File: src/inc/cpu_regs_pkg.sv
package cpu_regs_pkg;
	localparam logic [3:0] REG_PC = 4'h0;
	localparam logic [3:0] REG_SP = 4'h1;
	localparam logic [3:0] REG_SR = 4'h2;
	localparam logic [3:0] REG_CG = 4'h3;
	localparam int BIT_C = 0;
	localparam int BIT_Z = 1;
	localparam int BIT_N = 2;
	localparam int BIT_GIE = 3;
	localparam int BIT_PROCESSOR_HALT = 4;
	localparam int BIT_CRYSTAL_OSC_OFF = 5;
	localparam int BIT_CLOCK_GEN_ZERO_OFF = 6;
	localparam int BIT_CLOCK_GEN_ONE_OFF = 7;
	localparam int BIT_V = 8;
	localparam logic [15:0] SR_MASK = 16'h01ff;
	localparam logic [15:0] RESET_VALUE = 16'h0000;
	localparam logic [15:0] CONST_ZERO = 16'h0000;
	localparam logic [15:0] CONST_ONE = 16'h0001;
	localparam logic [15:0] CONST_TWO = 16'h0002;
	localparam logic [15:0] CONST_FOUR = 16'h0004;
	localparam logic [15:0] CONST_EIGHT = 16'h0008;
	localparam logic [15:0] CONST_MINUS = 16'hffff;
	localparam logic [1:0] MODE_REG = 2'h0;
	localparam logic [1:0] MODE_IDX = 2'h1;
	localparam logic [1:0] MODE_IND = 2'h2;
	localparam logic [1:0] MODE_INC = 2'h3;
	localparam logic [3:0] ALU_ADD = 4'h0;
	localparam logic [3:0] ALU_ADDC = 4'h1;
	localparam logic [3:0] ALU_SUB = 4'h2;
	localparam logic [3:0] ALU_SUBC = 4'h3;
	localparam logic [3:0] ALU_CMP = 4'h4;
	localparam logic [3:0] ALU_LOGIC = 4'h5;
	localparam logic [7:0] APB_SEL = 8'h00;
	localparam logic [7:0] APB_PC = 8'h40;
	localparam logic [7:0] APB_SP = 8'h44;
	localparam logic [7:0] APB_SR = 8'h48;
	localparam logic [7:0] APB_CTRL = 8'h4c;
endpackage : cpu_regs_pkg

File: src/core/flag_unit.sv
`timescale 1ns/1ps
module flag_unit (
	// Operation
	input wire logic [3:0] aluOp,
	input wire logic byteOp,
	input wire logic [15:0] srcVal,
	input wire logic [15:0] dstVal,
	input wire logic [16:0] sum,
	// Flags out
	output logic flagN,
	output logic flagZ,
	output logic flagC,
	output logic flagV
);
	logic sS;
	logic sD;
	logic sR;
	logic isAdd;
	logic isSub;
	always_comb begin
		sS = byteOp ? srcVal[7] : srcVal[15];
		sD = byteOp ? dstVal[7] : dstVal[15];
		sR = byteOp ? sum[7] : sum[15];
		isAdd = (aluOp == cpu_regs_pkg::ALU_ADD) || (aluOp == cpu_regs_pkg::ALU_ADDC);
		isSub = (aluOp == cpu_regs_pkg::ALU_SUB) || (aluOp == cpu_regs_pkg::ALU_SUBC)
			|| (aluOp == cpu_regs_pkg::ALU_CMP);
		flagN = sR;
		flagZ = byteOp ? (sum[7:0] == 8'h00) : (sum[15:0] == 16'h0000);
		flagC = byteOp ? sum[8] : sum[16];
		flagV = 1'b0;
		if (isAdd) begin
			flagV = (sS == sD) && (sR != sD);
		end else if (isSub) begin
			flagV = (sS != sD) && (sR != sD);
		end
	end
endmodule : flag_unit

File: src/core/const_source.sv
`timescale 1ns/1ps
module const_source (
	// Select
	input wire logic [3:0] srcReg,
	input wire logic [1:0] srcMode,
	// Result
	output logic isConst,
	output logic [15:0] constVal
);
	always_comb begin
		isConst = 1'b0;
		constVal = cpu_regs_pkg::CONST_ZERO;
		// No memory fetch needed for any of these
		if (srcReg == cpu_regs_pkg::REG_SR && srcMode != cpu_regs_pkg::MODE_REG) begin
			isConst = 1'b1;
			unique case (srcMode)
				cpu_regs_pkg::MODE_IDX: constVal = cpu_regs_pkg::CONST_ZERO;
				cpu_regs_pkg::MODE_IND: constVal = cpu_regs_pkg::CONST_FOUR;
				default: constVal = cpu_regs_pkg::CONST_EIGHT;
			endcase
		end else if (srcReg == cpu_regs_pkg::REG_CG) begin
			isConst = 1'b1;
			unique case (srcMode)
				cpu_regs_pkg::MODE_REG: constVal = cpu_regs_pkg::CONST_ZERO;
				cpu_regs_pkg::MODE_IDX: constVal = cpu_regs_pkg::CONST_ONE;
				cpu_regs_pkg::MODE_IND: constVal = cpu_regs_pkg::CONST_TWO;
				cpu_regs_pkg::MODE_INC: constVal = cpu_regs_pkg::CONST_MINUS;
			endcase
		end
	end
endmodule : const_source

File: src/core/cpu_special_register_file.sv
// The implementer's own choices: the APB slave port and the register addresses.
`timescale 1ns/1ps
module cpu_special_register_file (
	// Clock and reset
	input wire logic clk,
	input wire logic rstn,
	// Source read port
	input wire logic [3:0] srcReg,
	input wire logic [1:0] srcMode,
	output logic srcIsConst,
	output logic [15:0] srcData,
	// Destination read port
	input wire logic [3:0] dstReg,
	output logic [15:0] dstData,
	// Result write port
	input wire logic wrEn,
	input wire logic [3:0] wrReg,
	input wire logic wrByte,
	input wire logic [15:0] wrData,
	// Flag update from ALU
	input wire logic flagEn,
	input wire logic [3:0] aluOp,
	input wire logic [15:0] aluSrc,
	input wire logic [15:0] aluDst,
	input wire logic [16:0] aluSum,
	// Program counter advance
	input wire logic pcStep,
	input wire logic [1:0] instrWords,
	// Stack operations
	input wire logic pushEn,
	input wire logic popEn,
	input wire logic [15:0] popData,
	// Interrupt entry
	input wire logic irqEntry,
	// Clock status inputs
	input wire logic digOscUsed,
	input wire logic crystalUsed,
	// Control outputs
	output logic [15:0] programCounter,
	output logic [15:0] stackPointer,
	output logic [15:0] statusFlags,
	output logic processorHalt,
	output logic irqAccept,
	output logic dcGenOff,
	output logic loopCtrlOff,
	output logic crystalOscOff,
	// APB
	input wire logic psel,
	input wire logic penable,
	input wire logic pwrite,
	input wire logic [7:0] paddr,
	input wire logic [31:0] pwdata,
	output logic [31:0] prdata,
	output logic pready,
	output logic pslverr
);
	logic [15:1] pcHi;
	logic [15:1] spHi;
	logic [8:0] sr;
	logic [15:0] work [4:15];
	logic [15:0] wrVal;
	logic [15:0] next_pc;
	logic [15:0] next_sp;
	logic [15:0] next_sr;
	logic flagN;
	logic flagZ;
	logic flagC;
	logic flagV;
	logic cIsConst;
	logic [15:0] cVal;
	logic apbWr;
	logic apbHit;

	flag_unit u_flags (
		.aluOp(aluOp),
		.byteOp(wrByte),
		.srcVal(aluSrc),
		.dstVal(aluDst),
		.sum(aluSum),
		.flagN(flagN),
		.flagZ(flagZ),
		.flagC(flagC),
		.flagV(flagV)
	);

	const_source u_const (
		.srcReg(srcReg),
		.srcMode(srcMode),
		.isConst(cIsConst),
		.constVal(cVal)
	);

	assign programCounter = {pcHi, 1'b0};
	assign stackPointer = {spHi, 1'b0};
	assign statusFlags = {7'h00, sr};
	assign wrVal = wrByte ? {8'h00, wrData[7:0]} : wrData;

	function automatic logic [15:0] readReg(input logic [3:0] idx);
		logic [15:0] v;
		v = cpu_regs_pkg::RESET_VALUE;
		if (idx == cpu_regs_pkg::REG_PC) begin
			v = programCounter;
		end else if (idx == cpu_regs_pkg::REG_SP) begin
			v = stackPointer;
		end else if (idx == cpu_regs_pkg::REG_SR) begin
			v = statusFlags;
		end else if (idx == cpu_regs_pkg::REG_CG) begin
			v = cpu_regs_pkg::CONST_ZERO;
		end else begin
			v = work[idx];
		end
		return v;
	endfunction : readReg

	assign srcIsConst = cIsConst;

	// Processes, not assigns: readReg looks at state beyond its argument
	always_comb begin
		srcData = readReg(srcReg);
		if (cIsConst) begin
			srcData = cVal;
		end
	end

	always_comb begin
		dstData = readReg(dstReg);
	end

	// APB: single-cycle access, no wait states
	assign apbWr = psel && penable && pwrite;
	assign apbHit = (paddr >= cpu_regs_pkg::APB_PC) && (paddr <= cpu_regs_pkg::APB_CTRL)
		&& (paddr[1:0] == 2'h0);
	assign pready = 1'b1;
	assign pslverr = psel && penable && !apbHit;

	always_comb begin
		next_pc = programCounter;
		if (pcStep) begin
			next_pc = programCounter + {13'h0000, instrWords, 1'b0};
		end
		if (wrEn && wrReg == cpu_regs_pkg::REG_PC) begin
			next_pc = wrVal;
		end
		if (apbWr && paddr == cpu_regs_pkg::APB_PC) begin
			next_pc = pwdata[15:0];
		end
	end

	always_comb begin
		next_sp = stackPointer;
		if (pushEn) begin
			next_sp = stackPointer - 16'h0002;
		end else if (popEn) begin
			next_sp = stackPointer + 16'h0002;
		end
		if (wrEn && wrReg == cpu_regs_pkg::REG_SP) begin
			next_sp = wrVal;
		end
		if (apbWr && paddr == cpu_regs_pkg::APB_SP) begin
			next_sp = pwdata[15:0];
		end
	end

	always_comb begin
		next_sr = statusFlags;
		if (flagEn) begin
			next_sr[cpu_regs_pkg::BIT_N] = flagN;
			next_sr[cpu_regs_pkg::BIT_Z] = flagZ;
			next_sr[cpu_regs_pkg::BIT_C] = flagC;
			next_sr[cpu_regs_pkg::BIT_V] = flagV;
		end
		if (wrEn && wrReg == cpu_regs_pkg::REG_SR && !wrByte) begin
			next_sr = wrData & cpu_regs_pkg::SR_MASK;
		end
		if (apbWr && paddr == cpu_regs_pkg::APB_SR) begin
			next_sr = pwdata[15:0] & cpu_regs_pkg::SR_MASK;
		end
		if (irqEntry) begin
			next_sr[cpu_regs_pkg::BIT_PROCESSOR_HALT] = 1'b0;
			next_sr[cpu_regs_pkg::BIT_CLOCK_GEN_ONE_OFF] = 1'b0;
			next_sr[cpu_regs_pkg::BIT_CRYSTAL_OSC_OFF] = 1'b0;
		end
	end

	always_ff @(posedge clk or negedge rstn) begin
		if (!rstn) begin
			pcHi <= 15'h0000;
		end else begin
			pcHi <= next_pc[15:1];
		end
	end

	always_ff @(posedge clk or negedge rstn) begin
		if (!rstn) begin
			spHi <= 15'h0000;
		end else begin
			spHi <= next_sp[15:1];
		end
	end

	always_ff @(posedge clk or negedge rstn) begin
		if (!rstn) begin
			sr <= 9'h000;
		end else begin
			sr <= next_sr[8:0];
		end
	end

	// Register three has no storage, so writes naming it vanish
	genvar gi;
	generate
		for (gi = 4; gi < 16; gi++) begin : g_work
			always_ff @(posedge clk or negedge rstn) begin
				if (!rstn) begin
					work[gi] <= cpu_regs_pkg::RESET_VALUE;
				end else if (wrEn && wrReg == 4'(gi)) begin
					work[gi] <= wrVal;
				end
			end
		end
	endgenerate

	assign processorHalt = sr[cpu_regs_pkg::BIT_PROCESSOR_HALT];
	assign irqAccept = sr[cpu_regs_pkg::BIT_GIE];
	assign dcGenOff = sr[cpu_regs_pkg::BIT_CLOCK_GEN_ONE_OFF] && !digOscUsed;
	assign loopCtrlOff = sr[cpu_regs_pkg::BIT_CLOCK_GEN_ZERO_OFF];
	assign crystalOscOff = sr[cpu_regs_pkg::BIT_CRYSTAL_OSC_OFF] && !crystalUsed;

	always_ff @(posedge clk or negedge rstn) begin
		if (!rstn) begin
			prdata <= 32'h00000000;
		end else if (psel && !penable && !pwrite) begin
			unique case (paddr)
				cpu_regs_pkg::APB_PC: prdata <= {16'h0000, programCounter};
				cpu_regs_pkg::APB_SP: prdata <= {16'h0000, stackPointer};
				cpu_regs_pkg::APB_SR: prdata <= {16'h0000, statusFlags};
				cpu_regs_pkg::APB_CTRL: prdata <= {27'h0000000, crystalOscOff, loopCtrlOff,
					dcGenOff, irqAccept, processorHalt};
				default: prdata <= 32'h00000000;
			endcase
		end
	end

	// Pointer checks
	pc_even_a: assert property (@(posedge clk) disable iff (!rstn)
		programCounter[0] == 1'b0) else $error("pc odd");
	sp_even_a: assert property (@(posedge clk) disable iff (!rstn)
		stackPointer[0] == 1'b0) else $error("sp odd");
	pc_step_a: assert property (@(posedge clk) disable iff (!rstn)
		pcStep && !wrEn && !apbWr |=> programCounter == $past(programCounter)
		+ {13'h0000, $past(instrWords), 1'b0}) else $error("pc step wrong");
	pc_write_a: assert property (@(posedge clk) disable iff (!rstn)
		wrEn && wrReg == cpu_regs_pkg::REG_PC && !apbWr
		|=> programCounter == ($past(wrVal) & 16'hfffe)) else $error("pc write wrong");
	sp_push_a: assert property (@(posedge clk) disable iff (!rstn)
		pushEn && !wrEn && !apbWr |=> stackPointer == $past(stackPointer) - 16'h0002)
		else $error("push wrong");
	sp_pop_a: assert property (@(posedge clk) disable iff (!rstn)
		popEn && !pushEn && !wrEn && !apbWr |=> stackPointer == $past(stackPointer) + 16'h0002)
		else $error("pop wrong");
	sp_popself_a: assert property (@(posedge clk) disable iff (!rstn)
		popEn && wrEn && wrReg == cpu_regs_pkg::REG_SP && !apbWr
		|=> stackPointer == ($past(wrVal) & 16'hfffe)) else $error("pop sp wrong");
	sp_align_a: assert property (@(posedge clk) disable iff (!rstn)
		apbWr && paddr == cpu_regs_pkg::APB_SP
		|=> stackPointer == ($past(pwdata[15:0]) & 16'hfffe)) else $error("sp align wrong");

	// Low-power and interrupt control
	irq_clear_a: assert property (@(posedge clk) disable iff (!rstn)
		irqEntry |=> !processorHalt && !sr[cpu_regs_pkg::BIT_CLOCK_GEN_ONE_OFF]
		&& !sr[cpu_regs_pkg::BIT_CRYSTAL_OSC_OFF]) else $error("irq entry no clear");
	halt_keep_a: assert property (@(posedge clk) disable iff (!rstn)
		processorHalt && !irqEntry && !wrEn && !apbWr |=> processorHalt)
		else $error("halt dropped");
	irq_gate_a: assert property (@(posedge clk) disable iff (!rstn)
		irqAccept == statusFlags[cpu_regs_pkg::BIT_GIE]) else $error("irq gate wrong");
	loop_ctrl_a: assert property (@(posedge clk) disable iff (!rstn)
		loopCtrlOff == statusFlags[cpu_regs_pkg::BIT_CLOCK_GEN_ZERO_OFF]) else $error("loop ctrl wrong");
	dc_gen_a: assert property (@(posedge clk) disable iff (!rstn)
		digOscUsed |-> !dcGenOff) else $error("dc gen off while used");
	dc_gen_on_a: assert property (@(posedge clk) disable iff (!rstn)
		statusFlags[cpu_regs_pkg::BIT_CLOCK_GEN_ONE_OFF] && !digOscUsed |-> dcGenOff)
		else $error("dc gen not off");
	crystal_off_a: assert property (@(posedge clk) disable iff (!rstn)
		crystalOscOff |-> sr[cpu_regs_pkg::BIT_CRYSTAL_OSC_OFF] && !crystalUsed)
		else $error("crystal off wrong");
	crystal_on_a: assert property (@(posedge clk) disable iff (!rstn)
		statusFlags[cpu_regs_pkg::BIT_CRYSTAL_OSC_OFF] && !crystalUsed |-> crystalOscOff)
		else $error("crystal not off");

	// Flag checks are word-only so the expectations stay short
	flag_neg_a: assert property (@(posedge clk) disable iff (!rstn)
		flagEn && !wrByte && !wrEn && !apbWr
		|=> statusFlags[cpu_regs_pkg::BIT_N] == $past(aluSum[15]))
		else $error("negative flag wrong");
	flag_zero_a: assert property (@(posedge clk) disable iff (!rstn)
		flagEn && !wrByte && !wrEn && !apbWr
		|=> statusFlags[cpu_regs_pkg::BIT_Z] == ($past(aluSum[15:0]) == 16'h0000))
		else $error("zero flag wrong");
	flag_carry_a: assert property (@(posedge clk) disable iff (!rstn)
		flagEn && !wrByte && !wrEn && !apbWr
		|=> statusFlags[cpu_regs_pkg::BIT_C] == $past(aluSum[16]))
		else $error("carry flag wrong");
	add_ovf_a: assert property (@(posedge clk) disable iff (!rstn)
		flagEn && !wrByte && !wrEn && !apbWr && aluOp == cpu_regs_pkg::ALU_ADD
		&& aluSrc[15] == aluDst[15] && aluSum[15] != aluDst[15]
		|=> statusFlags[cpu_regs_pkg::BIT_V]) else $error("add overflow missed");
	sub_ovf_a: assert property (@(posedge clk) disable iff (!rstn)
		flagEn && !wrByte && !wrEn && !apbWr && aluOp == cpu_regs_pkg::ALU_SUB
		&& aluSrc[15] != aluDst[15] && aluSum[15] != aluDst[15]
		|=> statusFlags[cpu_regs_pkg::BIT_V]) else $error("sub overflow missed");
	byte_write_a: assert property (@(posedge clk) disable iff (!rstn)
		wrEn && wrByte && wrReg == 4'h4 |=> work[4][15:8] == 8'h00)
		else $error("byte write high");

	// Constant sources
	sr_operand_a: assert property (@(posedge clk) disable iff (!rstn)
		srcReg == cpu_regs_pkg::REG_SR && srcMode == cpu_regs_pkg::MODE_REG
		|-> !srcIsConst && srcData == statusFlags) else $error("sr operand wrong");
	sr_absolute_a: assert property (@(posedge clk) disable iff (!rstn)
		srcReg == cpu_regs_pkg::REG_SR && srcMode == cpu_regs_pkg::MODE_IDX
		|-> srcData == cpu_regs_pkg::CONST_ZERO) else $error("absolute base wrong");
	sr_four_a: assert property (@(posedge clk) disable iff (!rstn)
		srcReg == cpu_regs_pkg::REG_SR && srcMode == cpu_regs_pkg::MODE_IND
		|-> srcData == cpu_regs_pkg::CONST_FOUR) else $error("const four wrong");
	sr_eight_a: assert property (@(posedge clk) disable iff (!rstn)
		srcReg == cpu_regs_pkg::REG_SR && srcMode == cpu_regs_pkg::MODE_INC
		|-> srcData == cpu_regs_pkg::CONST_EIGHT) else $error("const eight wrong");
	cg_zero_a: assert property (@(posedge clk) disable iff (!rstn)
		srcReg == cpu_regs_pkg::REG_CG && srcMode == cpu_regs_pkg::MODE_REG
		|-> srcData == cpu_regs_pkg::CONST_ZERO) else $error("const zero wrong");
	cg_one_a: assert property (@(posedge clk) disable iff (!rstn)
		srcReg == cpu_regs_pkg::REG_CG && srcMode == cpu_regs_pkg::MODE_IDX
		|-> srcData == cpu_regs_pkg::CONST_ONE) else $error("const one wrong");
	cg_two_a: assert property (@(posedge clk) disable iff (!rstn)
		srcReg == cpu_regs_pkg::REG_CG && srcMode == cpu_regs_pkg::MODE_IND
		|-> srcData == cpu_regs_pkg::CONST_TWO) else $error("const two wrong");
	const_src_a: assert property (@(posedge clk) disable iff (!rstn)
		srcReg == cpu_regs_pkg::REG_CG && srcMode == cpu_regs_pkg::MODE_INC
		|-> srcData == 16'hffff) else $error("const wrong");
	cg_source_a: assert property (@(posedge clk) disable iff (!rstn)
		srcReg == cpu_regs_pkg::REG_CG |-> srcIsConst) else $error("constant not flagged");
endmodule : cpu_special_register_file

File: config.mk
export PLATFORM = sky130hd
export DESIGN_NAME = cpu_special_register_file
export DESIGN_NICKNAME = d
export VERILOG_FILES = /design/src/inc/cpu_regs_pkg.sv /design/src/core/flag_unit.sv /design/src/core/const_source.sv /design/src/core/cpu_special_register_file.sv
export SDC_FILE = /design/constraint.sdc
export NUM_CORES = 1
export LEC_CHECK = 0
export ABC_CLOCK_PERIOD_IN_PS = 2590
export BUFFER_PORTS_ARGS = -buffer_cell sky130_fd_sc_hd__buf_2
export CAP_MARGIN = 20
export CORE_AREA = 2 2 204 156
export CTS_CLUSTER_SIZE = 14
export DETAILED_ROUTE_END_ITERATION = 16
export DIE_AREA = 0 0 206 158
export HOLD_SLACK_MARGIN = 0.15
export PLACE_DENSITY = 0.72
export SLEW_MARGIN = 20
export SYNTH_ARGS = -nofsm -noshare
export SYNTH_HDL_FRONTEND = slang
export SYNTH_SLANG_ARGS = --single-unit
File: constraint.sdc
create_clock -name clk -period 2.59 [get_ports clk]
set_input_delay 0.1295 -clock clk [delete_from_list [all_inputs] [get_ports clk]]
set_output_delay 0.1295 -clock clk [all_outputs]
set_load 0.1 [all_outputs]
; Word-level counts from Yosys, hierarchy flattened
; Cells that the tools add are included.
[word_totals]
memories = 0
ramBits = 0
latch_bits = 0
regBits = 263
out_inout_bits = 120
rom_bits = 0
[op_classes]
order_cmp = 4
div = 0
n_bitwise = 2
reduce_logical = 54
multipliers = 0
n_eq_ne = 34
muxes = 43
shifts = 0
addsub = 3
[ops]
columns = cell, n
row1 = $mux W16, 23
row2 = $bmux W16 S4, 2
row3 = $pmux W16 S4, 2
row4 = $eq A4 B4 Y1 const B, 8
row5 = $eq A8 B7 Y1 const B, 4
row6 = $logic_and A1 B1 Y1, 31
row7 = $eq A4 B2 Y1 const B, 7
row8 = $eq A4 B3 Y1 const B, 5
row9 = $mux W9, 2
row10 = $add A16 B2 Y16 const B, 1
row11 = $add A16 B3 Y16, 1
row12 = $eq A4 B1 Y1 const B, 4
row13 = $logic_not A16 Y1, 1
row14 = $logic_not A4 Y1, 4
row15 = $sub A16 B2 Y16 const B, 1
row16 = $mux W1, 11
row17 = $ge A5 B5 Y1 const B, 2
row18 = $not A4 Y5, 2
row19 = $reduce_bool A3 Y1, 3
row20 = $ge A8 B7 Y1 const B, 1
row21 = $le A8 B7 Y1 const B, 1
row22 = $logic_not A8 Y1, 1
row23 = $pmux W4 S2, 1
row24 = $logic_not A1 Y1, 6
row25 = 10 further kinds, 16

; Longest topological paths before layout
; Gate-level depths: netlist of run 1.
[depth]
ltp_word = 9
ltp_mapped = 10
mapped_depth_nobuf = 7

; By module
; A second synthesis of run 1 with hierarchy kept.
[unflattened]
cells_unflattened = 1410
hier_area_um2 = 15341.0
[by_module_without_submodules]
columns = mod, seq_area_each_um2, area_per_inst_um2, n_inst, cells_per_inst
row1 = cpu_special_register_file, 6180.9, 14944.3, 1, 1358
row2 = const_source, 0.0, 247.7, 1, 32
row3 = flag_unit, 0.0, 148.9, 1, 20

; Least setup slack after synthesis of run 1
; No wires, ideal clock.
[synth_timing]
path_type = register to output
startpoint = register spHi[15] (netlist name)
endpoint = output srcData[15]
t_required_ns = 2.461
stages_incl_launch_ff = 5
path_buffers = 0
arrival_ns = 3.461
slack_ns = -1.000
cell_sequence = dfrtp_1 > nand2b_1 > a22o_1 > a21oi_1 > o21ai_0
[synth_via]
elab_chain_len = 3
[synth_lines]
columns = element, line
row1 = "start, declared", cpu_special_register_file.sv:58  ; logic [15:1] spHi;
row2 = "start signal, assigned", cpu_special_register_file.sv:197  ; spHi <= next_sp[15:1];
row3 = $mux W16, cpu_special_register_file.sv:103  ; end else if (idx == cpu_regs_pkg::REG_SP) begin
row4 = $mux W16, cpu_special_register_file.sv:101  ; if (idx == cpu_regs_pkg::REG_PC) begin
row5 = $mux W16, cpu_special_register_file.sv:120  ; if (cIsConst) begin
row6 = "end, declared", cpu_special_register_file.sv:11  ; output logic [15:0] srcData,
; No other way between the ends.

; Worst setup path in the final report of run 1
[layout_timing]
startpoint = register sr[6]
endpoint = output srcData[6]
[layout_via]
elab_chain_len = 4
[layout_lines]
columns = element, line
row1 = "start, declared", cpu_special_register_file.sv:59  ; logic [8:0] sr;
row2 = "start signal, assigned", cpu_special_register_file.sv:205  ; sr <= next_sr[8:0];
row3 = $mux W16, cpu_special_register_file.sv:105  ; end else if (idx == cpu_regs_pkg::REG_SR) begin
row4 = $mux W16, cpu_special_register_file.sv:103
row5 = $mux W16, cpu_special_register_file.sv:101
row6 = $mux W16, cpu_special_register_file.sv:120
; No other way between the ends.

==> results.cfg, run 1 <==
[timing]
rsz0062_at_grt = no
timing.final.crit_period_ns = 2.58
whs_ns = 0.199
hold_viol = 0
finalSetupTns_ns = 0
fin_skew_ns = 0.0140
setup_viol = 0
slew_headroom_pct = 36.8
worst_slack_ns = 0.0144
tightest_slew_ns = 0.946
fin_crit_sh_pct = 99.4
fmax_ghz = 0.388
slew_viol_final = 0

[clock_tree]
clkLatencyLatePin_ns = 0.55
htreeDepth = 1
cts_buffers = 25
clk_pin_slew_worst_paths_ns = 0.07
clock_path_buffers = 3
cts.sinks = 247
cts_root_buffer = clkbuf_16
cts_tree = yes

[global_route]
grt_pass1_vias = 12500
grt_max_degree = 92
use_met1_pct = 44.7
grt_pass1_wl_um = 75800
grt_antenna_before_repair = 0
top_usage_layer = met2
grt_util_met3_pct = 8.23
grt_overflow = 0
use_met2_pct = 46.5
gr-usage-all-layers_pct = 31.1

[floorplan]
die_h_um = 158
dieArea_mm2 = 0.0325
start_util_pct = 49.4
die_w_um = 206
num_io_pins = 275
num_rows = 56
core_area_mm2 = 0.0307

[job]
drv_cap = 0

[final_layout]
final_nets = 1810
areaGrowthSynthToFinish_pct = 22.3
antenna_cells = 0
stdcell_count = 2057
drive_above_1_share_pct = 35.6

[detailed_routing]
ant_nets = 0
avgViaCountPerCell = 6.34
drt-initial-drc-count = 1482
drc = 0
drtPass1Iterations = 6
drt_wl_total_um = 51000
wl_per_cell_um = 24.8
vias = 13000

[place]
gp_congestion = 0.974
hpwl_um = 35300
placement.io_buffers = 188
numPlacedInstances = 1967
pre_cts_slack_ns = 0.205

[power]
power_density_mw_per_mm2 = 909
p_total_mw = 16.8
p_leak_nw = 8.13
ir_drop_mv = 0.666

[critical_path]
cp.required_ns = 2.46
worstPathArrival_ns = 2.45
critPathKind = reg2out
crit_fanout = 7
start_kind = register
worst_setup_path_end_kind = output pin

[yosys]
synthCells = 1402
netlist_area_mm2 = 0.0151
yosysMostFrequentCell = dfrtp_1
synth_largest_area_cell = dfrtp_1
netlist_top_cells_count = 247 x dfrtp_1, 198 x nand2_1, 160 x o21ai_0
synth-seq-area-share_pct = 40.8
yosysTopAreaCellShare_pct = 40.8
yosys-top-cells-area = dfrtp_1 41%, mux4_2 15%, mux2_2 9.2%
syn_avg_cell_area_um2 = 10.8
synth_edf_count = 0
ys_warn_count = 0
ys.flop_type = dfrtp_1
ys_seq_elements = 247
synth_cell_type_count = 63
async_flop_share_pct = 100

[min_path]
worstHoldPathType = in2reg

[outcome]
outcome = finished clean
## registers in the layout (all words and copies together) (netlist names)
signal,cells
spHi,15
sr,9
prdata,16
pcHi,15
work,192
## critical path: stages (launching register included)
cell,delay (ns)
dfrtp_1,0.61
nand2_1,0.09
o22ai_1,0.39
mux4_2,0.36
nand2_1,0.06
nand2_1,0.19
buf_12,0.21
## worst paths after layout
check                                          to  slack, ns  cells after the start                   start
max                                    srcData[6]       0.01                      6       sr[6]$_DFFE_PN0P_
min                         prdata[1]$_DFFE_PN0P_       0.20                      4                  pwrite
max reg2reg                   pcHi[3]$_DFFE_PN0P_       0.03                      8     pcHi[1]$_DFFE_PN0P_
min reg2reg                prdata[10]$_DFFE_PN0P_       0.48                      2  prdata[10]$_DFFE_PN0P_
max in group asynchronous     pcHi[9]$_DFFE_PN0P_       1.60                      3                    rstn
min in group asynchronous   work[146]$_DFFE_PN0P_       0.22                      2                    rstn
## final cells by class
type	count	area [um2]
clock buffers	35	703
clock inverters	9	73.8
fillers	2456	12200
inverters	6	22.5
multi-input cells	1033	8440
flip-flops and latches	247	6210
well taps	406	508
repair buffers	321	2560
## cell families (layout without fill, tap and decap cells)
logic type      after synthesis  after routing  synth area share, %
other cells                   2             26               0.0496
buf+inv                     146            371                 4.84
flops                       247            247                 40.8
fa+ha+maj                    21             21                 1.83
simple gates                362            362                 10.9
xor+xnor                     29             29                 1.68
mux                         269            269                 27.1
compound gates              326            326                 12.8
## where the power goes
part	total (mW)	internal, mW	switching, mW
Sequential	5.65	4.70	0.945
Combinational	7.61	2.70	4.92
Clock	3.57	1.99	1.58
Total	16.8	9.39	7.44
## metrics by stage
stage,util [%],area [um2]
after floorplan,-,15400
after global placement,56.2,17200
after detailed placement,56.2,17200
after CTS,60.2,18500
after global routing,60.3,18500
final,60.3,18500
## what timing repair did
action | in CTS | in global routing
setup endpoints to repair | 1 | 9
hold endpoints to repair | 355 | 0
hold buffers | 46 | 0
buffers inserted | 0 | 0
gates resized for setup | 1 | 14
pin swaps | 0 | 0
## routing by layer
metal	routed length [um]	vias to the layer above
met4	1520	0
met5	0	-
met3	6070	131
met1	20900	6471
met2	22500	833
li1	-	5600
## placed cells by master, fill, tap and decap left out, drive strengths merged, types with 4 or more instances in the layout
| master | netlist | final |
|---|---|---|
| a211oi | 12 | 12 |
| a21oi | 64 | 64 |
| a222oi | 12 | 12 |
| a22o | 11 | 11 |
| a22oi | 12 | 12 |
| a31oi | 16 | 16 |
| and3 | 7 | 7 |
| buf | 64 | 275 |
| clkbuf | 76 | 35 |
| clkinv | 0 | 7 |
| conb | 2 | 26 |
| dfrtp | 247 | 247 |
| dlygate4sd3 | 0 | 46 |
| ha | 19 | 19 |
| inv | 6 | 7 |
| mux2 | 124 | 124 |
| mux2i | 44 | 44 |
| mux4 | 101 | 101 |
| nand2 | 198 | 198 |
| nand2b | 21 | 21 |
| nand3 | 16 | 16 |
| nand4 | 8 | 8 |
| nor2 | 62 | 62 |
| nor2b | 15 | 15 |
| nor3 | 7 | 7 |
| nor4 | 7 | 7 |
| o211ai | 10 | 10 |
| o21ai | 162 | 162 |
| o221ai | 5 | 5 |
| or2 | 5 | 5 |
| or3 | 4 | 4 |
| xnor2 | 15 | 15 |
| xor2 | 14 | 14 |
Note: power is estimated with default switching activity, not from simulation.
==> inputs of run 2 (changes only) <==
CORE_AREA = 2 2 135 236   (was 2 2 204 156)
DIE_AREA = 0 0 137 238   (was 0 0 206 158)
==> run 2 against run 1 <==
- final area about the same
- worst hold slack lost 0.058 ns
- utilization rose by 0.065 points
- the flow now finishes with violations (setup timing)
- sequential power down 1%
- global-route usage shrank 0.16 points
- flip-flop and latch count unchanged
- via count fell by 0.80%
==> results.cfg, run 2 (synthesis results as in run 1) <==
[power]
p_leak_nw = 8.13
power_density_mw_per_mm2 = 903
p_total_mw = 16.7
ir_drop_mv = 1.11

[final_layout]
largest_reg_flops = 192
final_common_cell = dfrtp_1
areaGrowthSynthToFinish_pct = 22.2
reg.largest.list = work: 192 flops, prdata: 16 flops
stdcell_count = 2038
final_nets = 1810
largest_register = work
drive_above_1_share_pct = 35.4
final_cell_mix = 235 x dfrtp_1, 197 x nand2_1, 154 x buf_2

[clock_tree]
clk_pin_slew_worst_paths_ns = 0.06
cts.sinks = 247
clkLatencyLatePin_ns = 0.53
cts_buffers = 23
cts_tree = yes
htreeDepth = 1
clock_path_buffers = 3
cts_root_buffer = clkbuf_16

[critical_path]
worst_setup_path_end_kind = output pin
crit_path_top_delay_cell = mux4_2
path_delay_family = multiplexers
worstPathArrival_ns = 2.77
cp_cell_sequence = mux4_2 > mux4_2 > o211ai_1 > o21ai_2 > buf_12
critPathKind = reg2out
critPathMostFrequentCell = mux4_2
cp.required_ns = 2.46
cp_num_buf_inv = 1
timing.critical_path.slowest_cell_delay_ns = 0.53
start_kind = register
crit_fanout = 2

[outcome]
violations = setup timing
outcome = finished, violations left

[timing]
worst_slack_ns = -0.306
fin_crit_sh_pct = 112
rsz0062_at_grt = yes
timing.final.crit_period_ns = 2.90
fmax_ghz = 0.345
whs_ns = 0.141
slew_viol_final = 0
fin_skew_ns = 0.00701
setup_viol = 3
slew_headroom_pct = 33.9
finalSetupTns_ns = -0.508
tightest_slew_ns = 0.988
hold_viol = 0

[detailed_routing]
drc = 0
vias = 12900
drt_wl_total_um = 49800
avgViaCountPerCell = 6.34
drt-initial-drc-count = 1092
drtPass1Iterations = 5
wl_per_cell_um = 24.4
ant_nets = 0

[job]
drv_cap = 0

[global_route]
gr-usage-all-layers_pct = 31.0
grt_antenna_before_repair = 1
grt_max_degree = 98
grt_pass1_wl_um = 76200
grt_pass1_vias = 13100
grt_overflow = 0

[floorplan]
die_h_um = 238
num_rows = 85
die_w_um = 137
num_io_pins = 275
core_area_mm2 = 0.0306
start_util_pct = 49.4
dieArea_mm2 = 0.0326

[place]
placement.io_buffers = 188
gp_congestion = 0.968
hpwl_um = 34600
pre_cts_slack_ns = 0.153
numPlacedInstances = 1941

[min_path]
worstHoldPathType = in2async
==> run 2: changes by cell type in the layout (fill, tap and decap cells not counted), moves of 2 or more <==
cell	change
clkbuf_16	-2
clkbuf_8	-2
dlygate4sd3_1	-2
buf_12	+5
clkinv_2	-3
==> run 2: area by class of cell <==
cell class	count	area, um2
fillers	2408	12100
inverters	6	22.5
repair buffers	323	2630
clock buffers	30	622
flip-flops and latches	247	6210
well taps	391	489
diodes	1	2.50
multi-input cells	1033	8440
clock inverters	7	87.6
==> run 2: path summary, 6_finish.rpt <==
check,start,end,slack (ns),depth (start not counted)
worst min register to register,prdata[10]$_DFFE_PN0P_,prdata[10]$_DFFE_PN0P_,0.49,2
worst max-delay path,work[1]$_DFFE_PN0P_,srcData[1],-0.31,5
max in group asynchronous,rstn,spHi[12]$_DFFE_PN0P_,1.50,3
worst max register to register,spHi[6]$_DFFE_PN0P_,spHi[13]$_DFFE_PN0P_,0.09,8
worst min-delay path,rstn,work[161]$_DFFE_PN0P_,0.14,2
min in group clk,paddr[7],prdata[0]$_DFFE_PN0P_,0.16,4
==> run 2: report_power, final <==
| group | leakage, nW | switching, mW | internal (mW) | total (mW) |
|---|---|---|---|---|
| Sequential | 3.14 | 0.880 | 4.70 | 5.58 |
| Clock | 0.348 | 1.50 | 1.88 | 3.38 |
| Combinational | 4.64 | 4.96 | 2.79 | 7.75 |
| Total | 8.13 | 7.34 | 9.37 | 16.7 |
==> run 2: layer usage <==
layer  routed length, um  vias to the layer above  track usage [%]
met4                4070                        0             22.9
met2               24700                      738             51.0
li1                    -                     5590                -
met5                   0                        -                0
met3                4120                      227             5.37
met1               16900                     6376             35.6
==> run 2: per-stage QoR <==
step	utilization [%]	cell area (um2)
finish	60.4	18500
detailed placement	56.1	17200
global placement	56.1	17200
floorplan	-	15400
global route	60.4	18500
CTS	60.3	18500
==> run 2: what timing repair did <==
item | 4_1_cts | 5_1_grt
cloned | 0 | 0
hold buffers | 44 | 0
hold endpoints to repair | 408 | 0
gates resized for setup | 12 | 3
setup endpoints to repair | 3 | 5
buffers inserted | 12 | 3
